$ cat config.mk
export PLATFORM = sky130hd
export DESIGN_NAME = impedance_sweep_sequencer_status
export DESIGN_NICKNAME = d
export VERILOG_FILES = /design/src/design/imp_sweep_pkg.sv /design/src/design/impedance_sweep_sequencer_status.sv /design/src/design/dft_correlator.sv
export SDC_FILE = /design/constraint.sdc
export NUM_CORES = 1
export LEC_CHECK = 0
export ABC_AREA = 1
export BUFFER_PORTS_ARGS = -buffer_cell sky130_fd_sc_hd__buf_2
export CORE_ASPECT_RATIO = 0.75
export CORE_MARGIN = 2
export CORE_UTILIZATION = 55
export DETAILED_ROUTE_END_ITERATION = 8
export PLACE_DENSITY = 0.79
export SLEW_MARGIN = 20
export SYNTH_ARGS = -nofsm -noshare
export SYNTH_HDL_FRONTEND = slang
export SYNTH_SLANG_ARGS = --single-unit
export TNS_END_PERCENT = 5
$ cat constraint.sdc
create_clock -name CLK_I -period 5.4 [get_ports CLK_I]
set_clock_uncertainty 0.15 [all_clocks]
set_input_delay 0.81 -clock CLK_I [delete_from_list [all_inputs] [get_ports CLK_I]]
set_output_delay 0.81 -clock CLK_I [all_outputs]
set_load 0.005 [all_outputs]
$ cat src/design/imp_sweep_pkg.sv
// Shared constants and types for the impedance sweep sequencer
package imp_sweep_pkg;
  // Register offsets
  localparam logic [7:0] ADDR_POINT_HI = 8'h88;
  localparam logic [7:0] ADDR_POINT_LO = 8'h89;
  localparam logic [7:0] ADDR_SETTLE_HI = 8'h8A;
  localparam logic [7:0] ADDR_SETTLE_LO = 8'h8B;
  localparam logic [7:0] ADDR_STATUS = 8'h8F;
  localparam logic [7:0] ADDR_TEMP_HI = 8'h92;
  localparam logic [7:0] ADDR_TEMP_LO = 8'h93;
  localparam logic [7:0] ADDR_REAL_HI = 8'h94;
  localparam logic [7:0] ADDR_REAL_LO = 8'h95;
  localparam logic [7:0] ADDR_IMAG_HI = 8'h96;
  localparam logic [7:0] ADDR_IMAG_LO = 8'h97;
  // Field layout
  localparam int COUNT_W = 9;
  localparam int COUNT_MSB_POS = 0;
  localparam int MULT_LSB_POS = 1;
  localparam int STAT_TEMP_POS = 0;
  localparam int STAT_PDV_POS = 1;
  localparam int STAT_DONE_POS = 2;
  localparam int TEMP_W = 14;
  localparam int ADC_W = 12;
  localparam int RES_W = 16;
  localparam int SETTLE_W = 11;
  // Settling multiplier codes
  localparam logic [1:0] MULT_X1 = 2'h0;
  localparam logic [1:0] MULT_X2 = 2'h1;
  localparam logic [1:0] MULT_RSVD = 2'h2;
  localparam logic [1:0] MULT_X4 = 2'h3;
  localparam int MAX_SETTLE = 2044;
  // Reset values of flags
  localparam logic FLAG_RESET = 1'b0;
  // Sampling timing
  localparam int CLK_HZ = 25_000_000;
  localparam int SAMPLE_PERIOD_NS = 1000;
  localparam int SAMPLE_DIV_RAW = (SAMPLE_PERIOD_NS * (CLK_HZ / 1_000_000)) / 1000;
  localparam int SAMPLE_DIV = (SAMPLE_DIV_RAW < 1) ? 1 : SAMPLE_DIV_RAW;
  localparam int SAMPLES_PER_POINT = 1024;
  typedef enum logic [1:0] {ST_IDLE, ST_READY, ST_SETTLE, ST_CONVERT} seq_state_t;
endpackage

$ cat src/design/impedance_sweep_sequencer_status.sv
// Sweep sequencer, settling timer, status flags and result registers
// Notes on behaviour
// Point count is 9 bits D8..D0; upper bits D15..D9 ignored.
// Host programs a point count of at most 511.
// Point count keeps its value over power-up and reset command.
// Sweep bounded by start word, increment word and point count.
// Programmed excitation cycles elapse after start/step/repeat before ADC starts.
// Settling count is 9 bits D8..D0; D15..D11 ignored.
// Multiplier D10..D9: 00 x1, 01 x2, 11 x4, 10 reserved.
// Longest effective settling delay is 2044 excitation cycles.
// Settling count and multiplier keep value over power-up and reset command.
// 1024 samples per point; real and imaginary go to 0x94..0x97.
// Per-point conversion takes roughly 1 ms.
// Status bits: D0 temperature valid, D1 point valid, D2 sweep done.
// Point-valid flag sets when the current point finishes.
// Point-valid clears on power-up, start, step, repeat and reset.
// Sweep-done flag sets when the final point finishes.
// Sweep-done clears on power-up, start and reset.
// Temperature-valid sets on conversion end, clears on measure command.
// Temperature at 0x92/0x93, two's complement, sign at bit 13.
// Results are 16-bit two's complement, untouched by any reset.
// Host trusts results only while point-valid reads set.
// Reset command aborts the sweep; initialize needed before restarting.
// Step command advances a point, then waits settling before ADC.
// Repeat command re-measures the current point without advancing.
// Point counter cleared by start, advanced by step, compared for done.
// Status bits D3..D7 read zero; status writes change nothing.
`timescale 1ns/1ps
module impedance_sweep_sequencer_status #(
  parameter int SAMPLES = imp_sweep_pkg::SAMPLES_PER_POINT,
  parameter int SAMPLE_DIV = imp_sweep_pkg::SAMPLE_DIV
) (
  input wire logic CLK_I,
  input wire logic RST_N_I,
  input wire logic [7:0] REG_ADDR_I,
  input wire logic REG_WR_I,
  input wire logic [7:0] REG_WDATA_I,
  input wire logic REG_RD_I,
  output logic [7:0] REG_RDATA_O,
  input wire logic CMD_INIT_I,
  input wire logic CMD_START_I,
  input wire logic CMD_STEP_I,
  input wire logic CMD_REPEAT_I,
  input wire logic CMD_RESET_I,
  input wire logic CMD_TEMP_I,
  input wire logic EXC_CYCLE_I,
  input wire logic REF_COS_NEG_I,
  input wire logic REF_SIN_NEG_I,
  input wire logic [imp_sweep_pkg::ADC_W-1:0] ADC_DATA_I,
  input wire logic TEMP_DONE_I,
  input wire logic [imp_sweep_pkg::TEMP_W-1:0] TEMP_DATA_I,
  output logic FREQ_STEP_O,
  output logic [imp_sweep_pkg::COUNT_W-1:0] POINT_INDEX_O,
  output logic ADC_START_O,
  output logic BUSY_O
);
  localparam int DIV_W = $clog2(SAMPLE_DIV + 1);
  localparam logic [DIV_W-1:0] DIV_LAST = DIV_W'(SAMPLE_DIV - 1);

  imp_sweep_pkg::seq_state_t state_reg;
  logic [imp_sweep_pkg::COUNT_W-1:0] point_count_reg;
  logic [imp_sweep_pkg::COUNT_W-1:0] settle_count_reg;
  logic [1:0] settle_mult_reg;
  logic [imp_sweep_pkg::COUNT_W-1:0] point_idx_reg;
  logic [imp_sweep_pkg::SETTLE_W-1:0] settle_eff;
  logic [imp_sweep_pkg::SETTLE_W-1:0] settle_left_reg;
  logic [DIV_W-1:0] div_reg;
  logic sample_tick;
  logic conv_done;
  logic conv_clear;
  logic signed [imp_sweep_pkg::RES_W-1:0] real_word;
  logic signed [imp_sweep_pkg::RES_W-1:0] imag_word;
  logic [imp_sweep_pkg::TEMP_W-1:0] temp_reg;
  logic temp_valid_flag;
  logic point_data_valid_flag;
  logic sweep_done_flag;
  logic go_start;
  logic go_step;
  logic go_repeat;
  logic last_point;
  logic [7:0] rdata_next;

  // Start, step and repeat are honoured only while waiting; busy phases ignore them
  assign go_start = state_reg == imp_sweep_pkg::ST_READY && CMD_START_I && !CMD_RESET_I;
  assign go_step = state_reg == imp_sweep_pkg::ST_READY && CMD_STEP_I && !CMD_START_I
    && !CMD_RESET_I && point_idx_reg != point_count_reg;
  assign go_repeat = state_reg == imp_sweep_pkg::ST_READY && CMD_REPEAT_I && !CMD_START_I
    && !CMD_STEP_I && !CMD_RESET_I;
  assign last_point = point_idx_reg == point_count_reg;

  // Effective settling count; reserved code falls back to x1
  always_comb
  begin
    case (settle_mult_reg)
      imp_sweep_pkg::MULT_X2: settle_eff = {1'b0, settle_count_reg, 1'b0};
      imp_sweep_pkg::MULT_X4: settle_eff = {settle_count_reg, 2'b00};
      default: settle_eff = {2'b00, settle_count_reg};
    endcase
  end

  // Programmed counts carry no reset: they survive power-up and reset command
  always_ff @(posedge CLK_I)
  begin
    if (REG_WR_I)
    begin
      case (REG_ADDR_I)
        imp_sweep_pkg::ADDR_POINT_HI: point_count_reg[8] <=
          REG_WDATA_I[imp_sweep_pkg::COUNT_MSB_POS];
        imp_sweep_pkg::ADDR_POINT_LO: point_count_reg[7:0] <= REG_WDATA_I;
        imp_sweep_pkg::ADDR_SETTLE_HI:
        begin
          settle_count_reg[8] <= REG_WDATA_I[imp_sweep_pkg::COUNT_MSB_POS];
          settle_mult_reg <= REG_WDATA_I[imp_sweep_pkg::MULT_LSB_POS +: 2];
        end
        imp_sweep_pkg::ADDR_SETTLE_LO: settle_count_reg[7:0] <= REG_WDATA_I;
        default: ;
      endcase
    end
  end

  // Sequencer
  always_ff @(posedge CLK_I or negedge RST_N_I)
  begin
    if (!RST_N_I)
    begin
      state_reg <= imp_sweep_pkg::ST_IDLE;
    end
    else if (CMD_RESET_I)
    begin
      state_reg <= imp_sweep_pkg::ST_IDLE;
    end
    else
    begin
      case (state_reg)
        imp_sweep_pkg::ST_IDLE:
          if (CMD_INIT_I)
          begin
            state_reg <= imp_sweep_pkg::ST_READY;
          end
        imp_sweep_pkg::ST_READY:
          if (go_start || go_step || go_repeat)
          begin
            state_reg <= imp_sweep_pkg::ST_SETTLE;
          end
        imp_sweep_pkg::ST_SETTLE:
          if (settle_left_reg == '0)
          begin
            state_reg <= imp_sweep_pkg::ST_CONVERT;
          end
        imp_sweep_pkg::ST_CONVERT:
          if (conv_done)
          begin
            state_reg <= imp_sweep_pkg::ST_READY;
          end
        default: state_reg <= imp_sweep_pkg::ST_IDLE;
      endcase
    end
  end

  // Settling timer counts excitation cycles from the synthesizer
  always_ff @(posedge CLK_I or negedge RST_N_I)
  begin
    if (!RST_N_I)
      settle_left_reg <= '0;
    else if (go_start || go_step || go_repeat)
      settle_left_reg <= settle_eff;
    else if (state_reg == imp_sweep_pkg::ST_SETTLE && EXC_CYCLE_I && settle_left_reg != '0)
      settle_left_reg <= settle_left_reg - 1'b1;
  end

  // Point counter; start and increment words live in the synthesizer
  always_ff @(posedge CLK_I or negedge RST_N_I)
  begin
    if (!RST_N_I)
    begin
      point_idx_reg <= '0;
      FREQ_STEP_O <= 1'b0;
    end
    else
    begin
      FREQ_STEP_O <= go_step;
      if (go_start)
      begin
        point_idx_reg <= '0;
      end
      else if (go_step)
      begin
        point_idx_reg <= point_idx_reg + 1'b1;
      end
    end
  end

  // Sample-rate enable, about one sample per microsecond
  always_ff @(posedge CLK_I or negedge RST_N_I)
  begin
    if (!RST_N_I)
      div_reg <= '0;
    else if (state_reg != imp_sweep_pkg::ST_CONVERT || div_reg == DIV_LAST)
      div_reg <= '0;
    else
      div_reg <= div_reg + 1'b1;
  end
  assign sample_tick = state_reg == imp_sweep_pkg::ST_CONVERT && div_reg == DIV_LAST;
  assign conv_clear = state_reg != imp_sweep_pkg::ST_CONVERT;

  always_ff @(posedge CLK_I or negedge RST_N_I)
  begin
    if (!RST_N_I)
      ADC_START_O <= 1'b0;
    else
      ADC_START_O <= state_reg == imp_sweep_pkg::ST_SETTLE && settle_left_reg == '0
        && !CMD_RESET_I;
  end

  dft_correlator #(
    .SAMPLES(SAMPLES),
    .DATA_W(imp_sweep_pkg::ADC_W),
    .RES_W(imp_sweep_pkg::RES_W)
  ) u_corr (
    .clk_i(CLK_I),
    .rst_n_i(RST_N_I),
    .clear_i(conv_clear),
    .sample_en_i(sample_tick),
    .cos_neg_i(REF_COS_NEG_I),
    .sin_neg_i(REF_SIN_NEG_I),
    .data_i(ADC_DATA_I),
    .done_o(conv_done),
    .real_o(real_word),
    .imag_o(imag_word)
  );

  // Flags: a set in the same cycle as a clear wins
  always_ff @(posedge CLK_I or negedge RST_N_I)
  begin
    if (!RST_N_I)
      point_data_valid_flag <= imp_sweep_pkg::FLAG_RESET;
    else if (conv_done && state_reg == imp_sweep_pkg::ST_CONVERT)
      point_data_valid_flag <= 1'b1;
    else if (go_start || go_step || go_repeat || CMD_RESET_I)
      point_data_valid_flag <= 1'b0;
  end

  always_ff @(posedge CLK_I or negedge RST_N_I)
  begin
    if (!RST_N_I)
      sweep_done_flag <= imp_sweep_pkg::FLAG_RESET;
    else if (conv_done && state_reg == imp_sweep_pkg::ST_CONVERT && last_point)
      sweep_done_flag <= 1'b1;
    else if (go_start || CMD_RESET_I)
      sweep_done_flag <= 1'b0;
  end

  always_ff @(posedge CLK_I or negedge RST_N_I)
  begin
    if (!RST_N_I)
      temp_valid_flag <= imp_sweep_pkg::FLAG_RESET;
    else if (TEMP_DONE_I)
      temp_valid_flag <= 1'b1;
    else if (CMD_TEMP_I)
      temp_valid_flag <= 1'b0;
  end

  always_ff @(posedge CLK_I)
  begin
    if (TEMP_DONE_I)
      temp_reg <= TEMP_DATA_I;
  end

  // Read mux; don't-care and reserved bits read zero, status is never written
  always_comb
  begin
    rdata_next = 8'h00;
    case (REG_ADDR_I)
      imp_sweep_pkg::ADDR_POINT_HI: rdata_next = {7'h00, point_count_reg[8]};
      imp_sweep_pkg::ADDR_POINT_LO: rdata_next = point_count_reg[7:0];
      imp_sweep_pkg::ADDR_SETTLE_HI: rdata_next = {5'h00, settle_mult_reg, settle_count_reg[8]};
      imp_sweep_pkg::ADDR_SETTLE_LO: rdata_next = settle_count_reg[7:0];
      imp_sweep_pkg::ADDR_STATUS: rdata_next = {5'h00, sweep_done_flag, point_data_valid_flag,
        temp_valid_flag};
      imp_sweep_pkg::ADDR_TEMP_HI: rdata_next = {2'b00, temp_reg[13:8]};
      imp_sweep_pkg::ADDR_TEMP_LO: rdata_next = temp_reg[7:0];
      imp_sweep_pkg::ADDR_REAL_HI: rdata_next = real_word[15:8];
      imp_sweep_pkg::ADDR_REAL_LO: rdata_next = real_word[7:0];
      imp_sweep_pkg::ADDR_IMAG_HI: rdata_next = imag_word[15:8];
      imp_sweep_pkg::ADDR_IMAG_LO: rdata_next = imag_word[7:0];
      default: rdata_next = 8'h00;
    endcase
  end

  always_ff @(posedge CLK_I or negedge RST_N_I)
  begin
    if (!RST_N_I)
      REG_RDATA_O <= 8'h00;
    else if (REG_RD_I)
      REG_RDATA_O <= rdata_next;
  end

  assign POINT_INDEX_O = point_idx_reg;
  assign BUSY_O = state_reg == imp_sweep_pkg::ST_SETTLE || state_reg == imp_sweep_pkg::ST_CONVERT;

  // Checks; helper counts excitation cycles seen while settling
  logic [imp_sweep_pkg::SETTLE_W-1:0] seen_reg;
  logic [imp_sweep_pkg::SETTLE_W-1:0] target_reg;
  always_ff @(posedge CLK_I or negedge RST_N_I)
  begin
    if (!RST_N_I)
    begin
      seen_reg <= '0;
      target_reg <= '0;
    end
    else if (go_start || go_step || go_repeat)
    begin
      seen_reg <= '0;
      target_reg <= settle_eff;
    end
    else if (state_reg == imp_sweep_pkg::ST_SETTLE && EXC_CYCLE_I && settle_left_reg != '0)
    begin
      seen_reg <= seen_reg + 1'b1;
    end
  end
endmodule

$ cat src/design/dft_correlator.sv
// Sample correlator producing real and imaginary words for one point
`timescale 1ns/1ps
module dft_correlator #(
  parameter int SAMPLES = 1024,
  parameter int DATA_W = 12,
  parameter int RES_W = 16
) (
  input wire logic clk_i,
  input wire logic rst_n_i,
  input wire logic clear_i,
  input wire logic sample_en_i,
  input wire logic cos_neg_i,
  input wire logic sin_neg_i,
  input wire logic signed [DATA_W-1:0] data_i,
  output logic done_o,
  output logic signed [RES_W-1:0] real_o,
  output logic signed [RES_W-1:0] imag_o
);
  localparam int CNT_W = $clog2(SAMPLES);
  // Never narrower than the result word, so short test blocks still elaborate
  localparam int ACC_W = (DATA_W + CNT_W > RES_W) ? DATA_W + CNT_W : RES_W;
  localparam logic [CNT_W-1:0] LAST = CNT_W'(SAMPLES - 1);

  logic signed [ACC_W-1:0] re_reg;
  logic signed [ACC_W-1:0] im_reg;
  logic signed [ACC_W-1:0] re_next;
  logic signed [ACC_W-1:0] im_next;
  logic signed [ACC_W-1:0] ext;
  logic [CNT_W-1:0] cnt_reg;

  always_comb
  begin
    ext = {{(ACC_W-DATA_W){data_i[DATA_W-1]}}, data_i};
    re_next = cos_neg_i ? re_reg - ext : re_reg + ext;
    im_next = sin_neg_i ? im_reg + ext : im_reg - ext;
  end

  // Accumulators wide enough that a full block never wraps
  always_ff @(posedge clk_i or negedge rst_n_i)
  begin
    if (!rst_n_i)
    begin
      re_reg <= '0;
      im_reg <= '0;
      cnt_reg <= '0;
      done_o <= 1'b0;
    end
    else if (clear_i)
    begin
      re_reg <= '0;
      im_reg <= '0;
      cnt_reg <= '0;
      done_o <= 1'b0;
    end
    else
    begin
      done_o <= 1'b0;
      if (sample_en_i)
      begin
        re_reg <= re_next;
        im_reg <= im_next;
        cnt_reg <= cnt_reg + 1'b1;
        if (cnt_reg == LAST)
        begin
          done_o <= 1'b1;
        end
      end
    end
  end

  // Results are not reset; they only change at the end of a block
  always_ff @(posedge clk_i)
  begin
    if (!clear_i && sample_en_i && cnt_reg == LAST)
    begin
      real_o <= re_next[ACC_W-1 -: RES_W];
      imag_o <= im_next[ACC_W-1 -: RES_W];
    end
  end
endmodule

==> flow_summary.json <==
{
  "hold_slack_ns": 0.288,
  "rows": 44,
  "post-route-period-util_pct": 67.8,
  "synth_area_sq_um": 10700,
  "antenna_found_initial": 1,
  "required_ns": 5.42,
  "drtAntennaViolNets": 0,
  "rsz0062_at_grt": "no",
  "postCtsSetupRepairBufs": 0,
  "synth_common_cells": "nand2_1 (479), inv_1 (181), nor2_1 (115), nand3_1 (96), dfrtp_1 (95)",
  "synthesis.nets": 1562,
  "drtIter0Drc": 919,
  "cap_violations": 0,
  "yosys-top-cells-area": "dfrtp_1 (22%), edfxtp_1 (18%), nand2_1 (17%)",
  "cts_tree": "yes",
  "leakage_nw": 6.06,
  "grt_pass1_wl_mm": 46.1,
  "rr_worst_depth": 7,
  "yosys.area.top_type": "dfrtp_1",
  "cp_num_cells": 18,
  "num-nets-final": 1640,
  "final_util_pct": 61.9,
  "drc_errors": 0,
  "startpoint": "ADC_DATA_I[0]",
  "pin_count": 76,
  "insertion_delay_ns": 0.43,
  "cts-hold-fix-buffers": 0,
  "synth_most_common_cell": "nand2_1",
  "status": "finished, final reports clean",
  "synth.distinct_cells": 48,
  "path_class": "primary input to flop",
  "rrSetupSlack_ns": 2.26,
  "critPathBufInv": 2,
  "synth_top_area_share_pct": 22.2,
  "worst_path_most_repeated_cell": "nand2_1",
  "synth-warning-count": 0,
  "htree_levels": 4,
  "finalHoldViolations": 0,
  "area_delta_synth_final_pct": 10.8,
  "setup_tns_ns": 0,
  "cpMaxStageDelayCell": "ha_1",
  "r2r_start": "state_reg[0]$_DFFE_PN0P_",
  "clkTransAtPathRegs_ns": 0.07,
  "start_util_pct": 55.9,
  "first_pass_iters": 6,
  "crit_family": "simple AND/OR/NAND/NOR gates",
  "worst-slew-pin-transition_ns": 0.733,
  "fin_total_pwr_mw": 3.22,
  "cts_resized": 0,
  "max_slew_margin_pct": 50.9,
  "root_buffer": "clkbuf_16",
  "cts_buffers": 17,
  "cpPeakStageDelay_ns": 0.43,
  "arrival_ns": 3.68,
  "synth.avg_cell_area_sq_um": 7.42,
  "cp-end-kind": "flop",
  "routedWlPerCell_um": 15.8,
  "grt_pass1_vias": 9253,
  "path_max_fanout": 6,
  "fin_crit_ns": 3.66,
  "worstReg2RegEnd": "u_corr.imag_o[13]$_DFFE_PP_",
  "nFillCells": 1693,
  "layout-drive-gt1-share_pct": 9.69,
  "io_buffers": 75,
  "via_per_inst": 5.49,
  "endpoint": "u_corr.real_o[12]$_DFFE_PP_",
  "grt_usage_pct": 28.3,
  "vias": 9841,
  "synth-edff-count": 66,
  "finalSetupViolCount": 0,
  "clock.fmax_mhz": 273,
  "syn_inst": 1447,
  "gp_congestion": 1.04,
  "min_path_type": "primary input to asynchronous set/reset pin",
  "ys_ff_latch": 161,
  "final_max_slew_viol_count": 0,
  "dieHeight_um": 125,
  "die_area_sq_um": 20700,
  "synthArstFlopShare_pct": 59.0,
  "crit_chain": "buf_2 > inv_1 > ha_1 > nand4_1 > nor2_1 > nand2_1 > o21ai_0 > o21ai_0 > nand2_1 > o21ai_0 > ha_1 > nand2_1 > nor2_1 > and2_1 > nand4_1 > nand3_1 > nand2_1 > and2_1",
  "die-width_um": 165,
  "grt_max_degree": 53,
  "synth_ff_type": "dfrtp_1",
  "core_sq_um": 19200,
  "wirelength_mm": 28.3,
  "yosysSeqAreaShare_pct": 40.6,
  "p_per_area_nw_per_um2": 271,
  "start_kind": "primary input",
  "cts_sinks": 161,
  "clk_path_buf_depth": 2,
  "overflow": 0,
  "dp_hpwl_mm": 21.7,
  "ir_worst_vdd_mv": 0.221
}
==> worst min-delay path by stage <==
| stage | startpoint | end | slack (ns) | depth (start not counted) |
|---|---|---|---|---|
| final | RST_N_I | POINT_INDEX_O[2]$_DFFE_PN0P_ | 0.29 | 1 |
| after global routing | RST_N_I | POINT_INDEX_O[1]$_DFFE_PN0P_ | 0.34 | 1 |
| after CTS | RST_N_I | state_reg[0]$_DFFE_PN0P_ | 0.32 | 1 |
| after detailed placement | REG_RDATA_O[3]$_DFFE_PN0P_ | REG_RDATA_O[3]$_DFFE_PN0P_ | 0.31 | 2 |
| after global placement | settle_left_reg[10]$_DFFE_PN0P_ | ADC_START_O$_DFF_PN0_ | 0.31 | 1 |
| after floorplan | settle_left_reg[10]$_DFFE_PN0P_ | ADC_START_O$_DFF_PN0_ | 0.28 | 1 |
==> per-stage QoR <==
step	setup WS, ns	instances	instance area, sq um
final	1.74	1792	11900
after global routing	1.46	1792	11900
after CTS	1.89	1791	11900
after detailed placement	1.46	1759	11400
after global placement	1.42	1759	11400
after floorplan	0.462	1447	10700
==> layer usage <==
layer  global-route usage (%)  share of wire (%)  up-vias
met4                     6.29                1.4        0
met2                     42.9                 44      421
li1                         -                  -     4855
met1                     42.5                 47     4529
met5                        0                  0        -
met3                     5.21                7.6       36
==> power by group <==
| group | internal, mW | total [mW] | switching [mW] |
|---|---|---|---|
| Clock | 0.593 | 1.12 | 0.532 |
| Sequential | 1.35 | 1.43 | 0.0776 |
| Combinational | 0.233 | 0.667 | 0.434 |
| Total | 2.18 | 3.22 | 1.04 |
==> cell families (layout without fill, tap and decap cells) <==
kind of cell / Yosys count / in the layout / share of synthesized area (%)
flip-flops: 161 / 161 / 40.6
AND/OR/NAND/NOR: 807 / 807 / 32.8
buffers and inverters: 210 / 301 / 7.68
AO/OA/AOI/OAI: 175 / 175 / 9.05
XOR/XNOR: 35 / 35 / 2.86
adder cells (fa/ha/maj): 59 / 59 / 7.02
other: 0 / 1 / 0
==> area by class of cell <==
class / count / area (sq um) / share of cell area (%)
multi-input combinational: 1076 / 5550 / 46.7
tap: 253 / 317 / 2.66
antenna: 1 / 2.50 / 0.0211
timing repair buffer: 79 / 408 / 3.43
sequential: 161 / 4360 / 36.7
clock buffer: 17 / 425 / 3.58
inverter: 190 / 713 / 6.00
clock inverter: 15 / 109 / 0.916
==> worst register-to-register path: cells and delay by family, from the launching register on <==
family / cells / cell delay (ns)
AND/OR/NAND/NOR: 2 / 0.36
flip-flops: 1 / 0.44
buffers and inverters: 4 / 1.43
adder cells (fa/ha/maj): 1 / 0.37
==> cell usage in the layout, fill, tap and decap left out, drive strengths merged, types with 55 or more instances in the layout <==
cell / Yosys / routed
dfrtp: 95 / 95
a21oi: 55 / 55
o21ai: 87 / 87
ha: 57 / 57
buf: 12 / 79
nand3: 99 / 99
nor2: 124 / 124
nand2: 489 / 489
inv: 190 / 195
edfxtp: 66 / 66
Note: power is estimated with default switching activity, not from simulation.
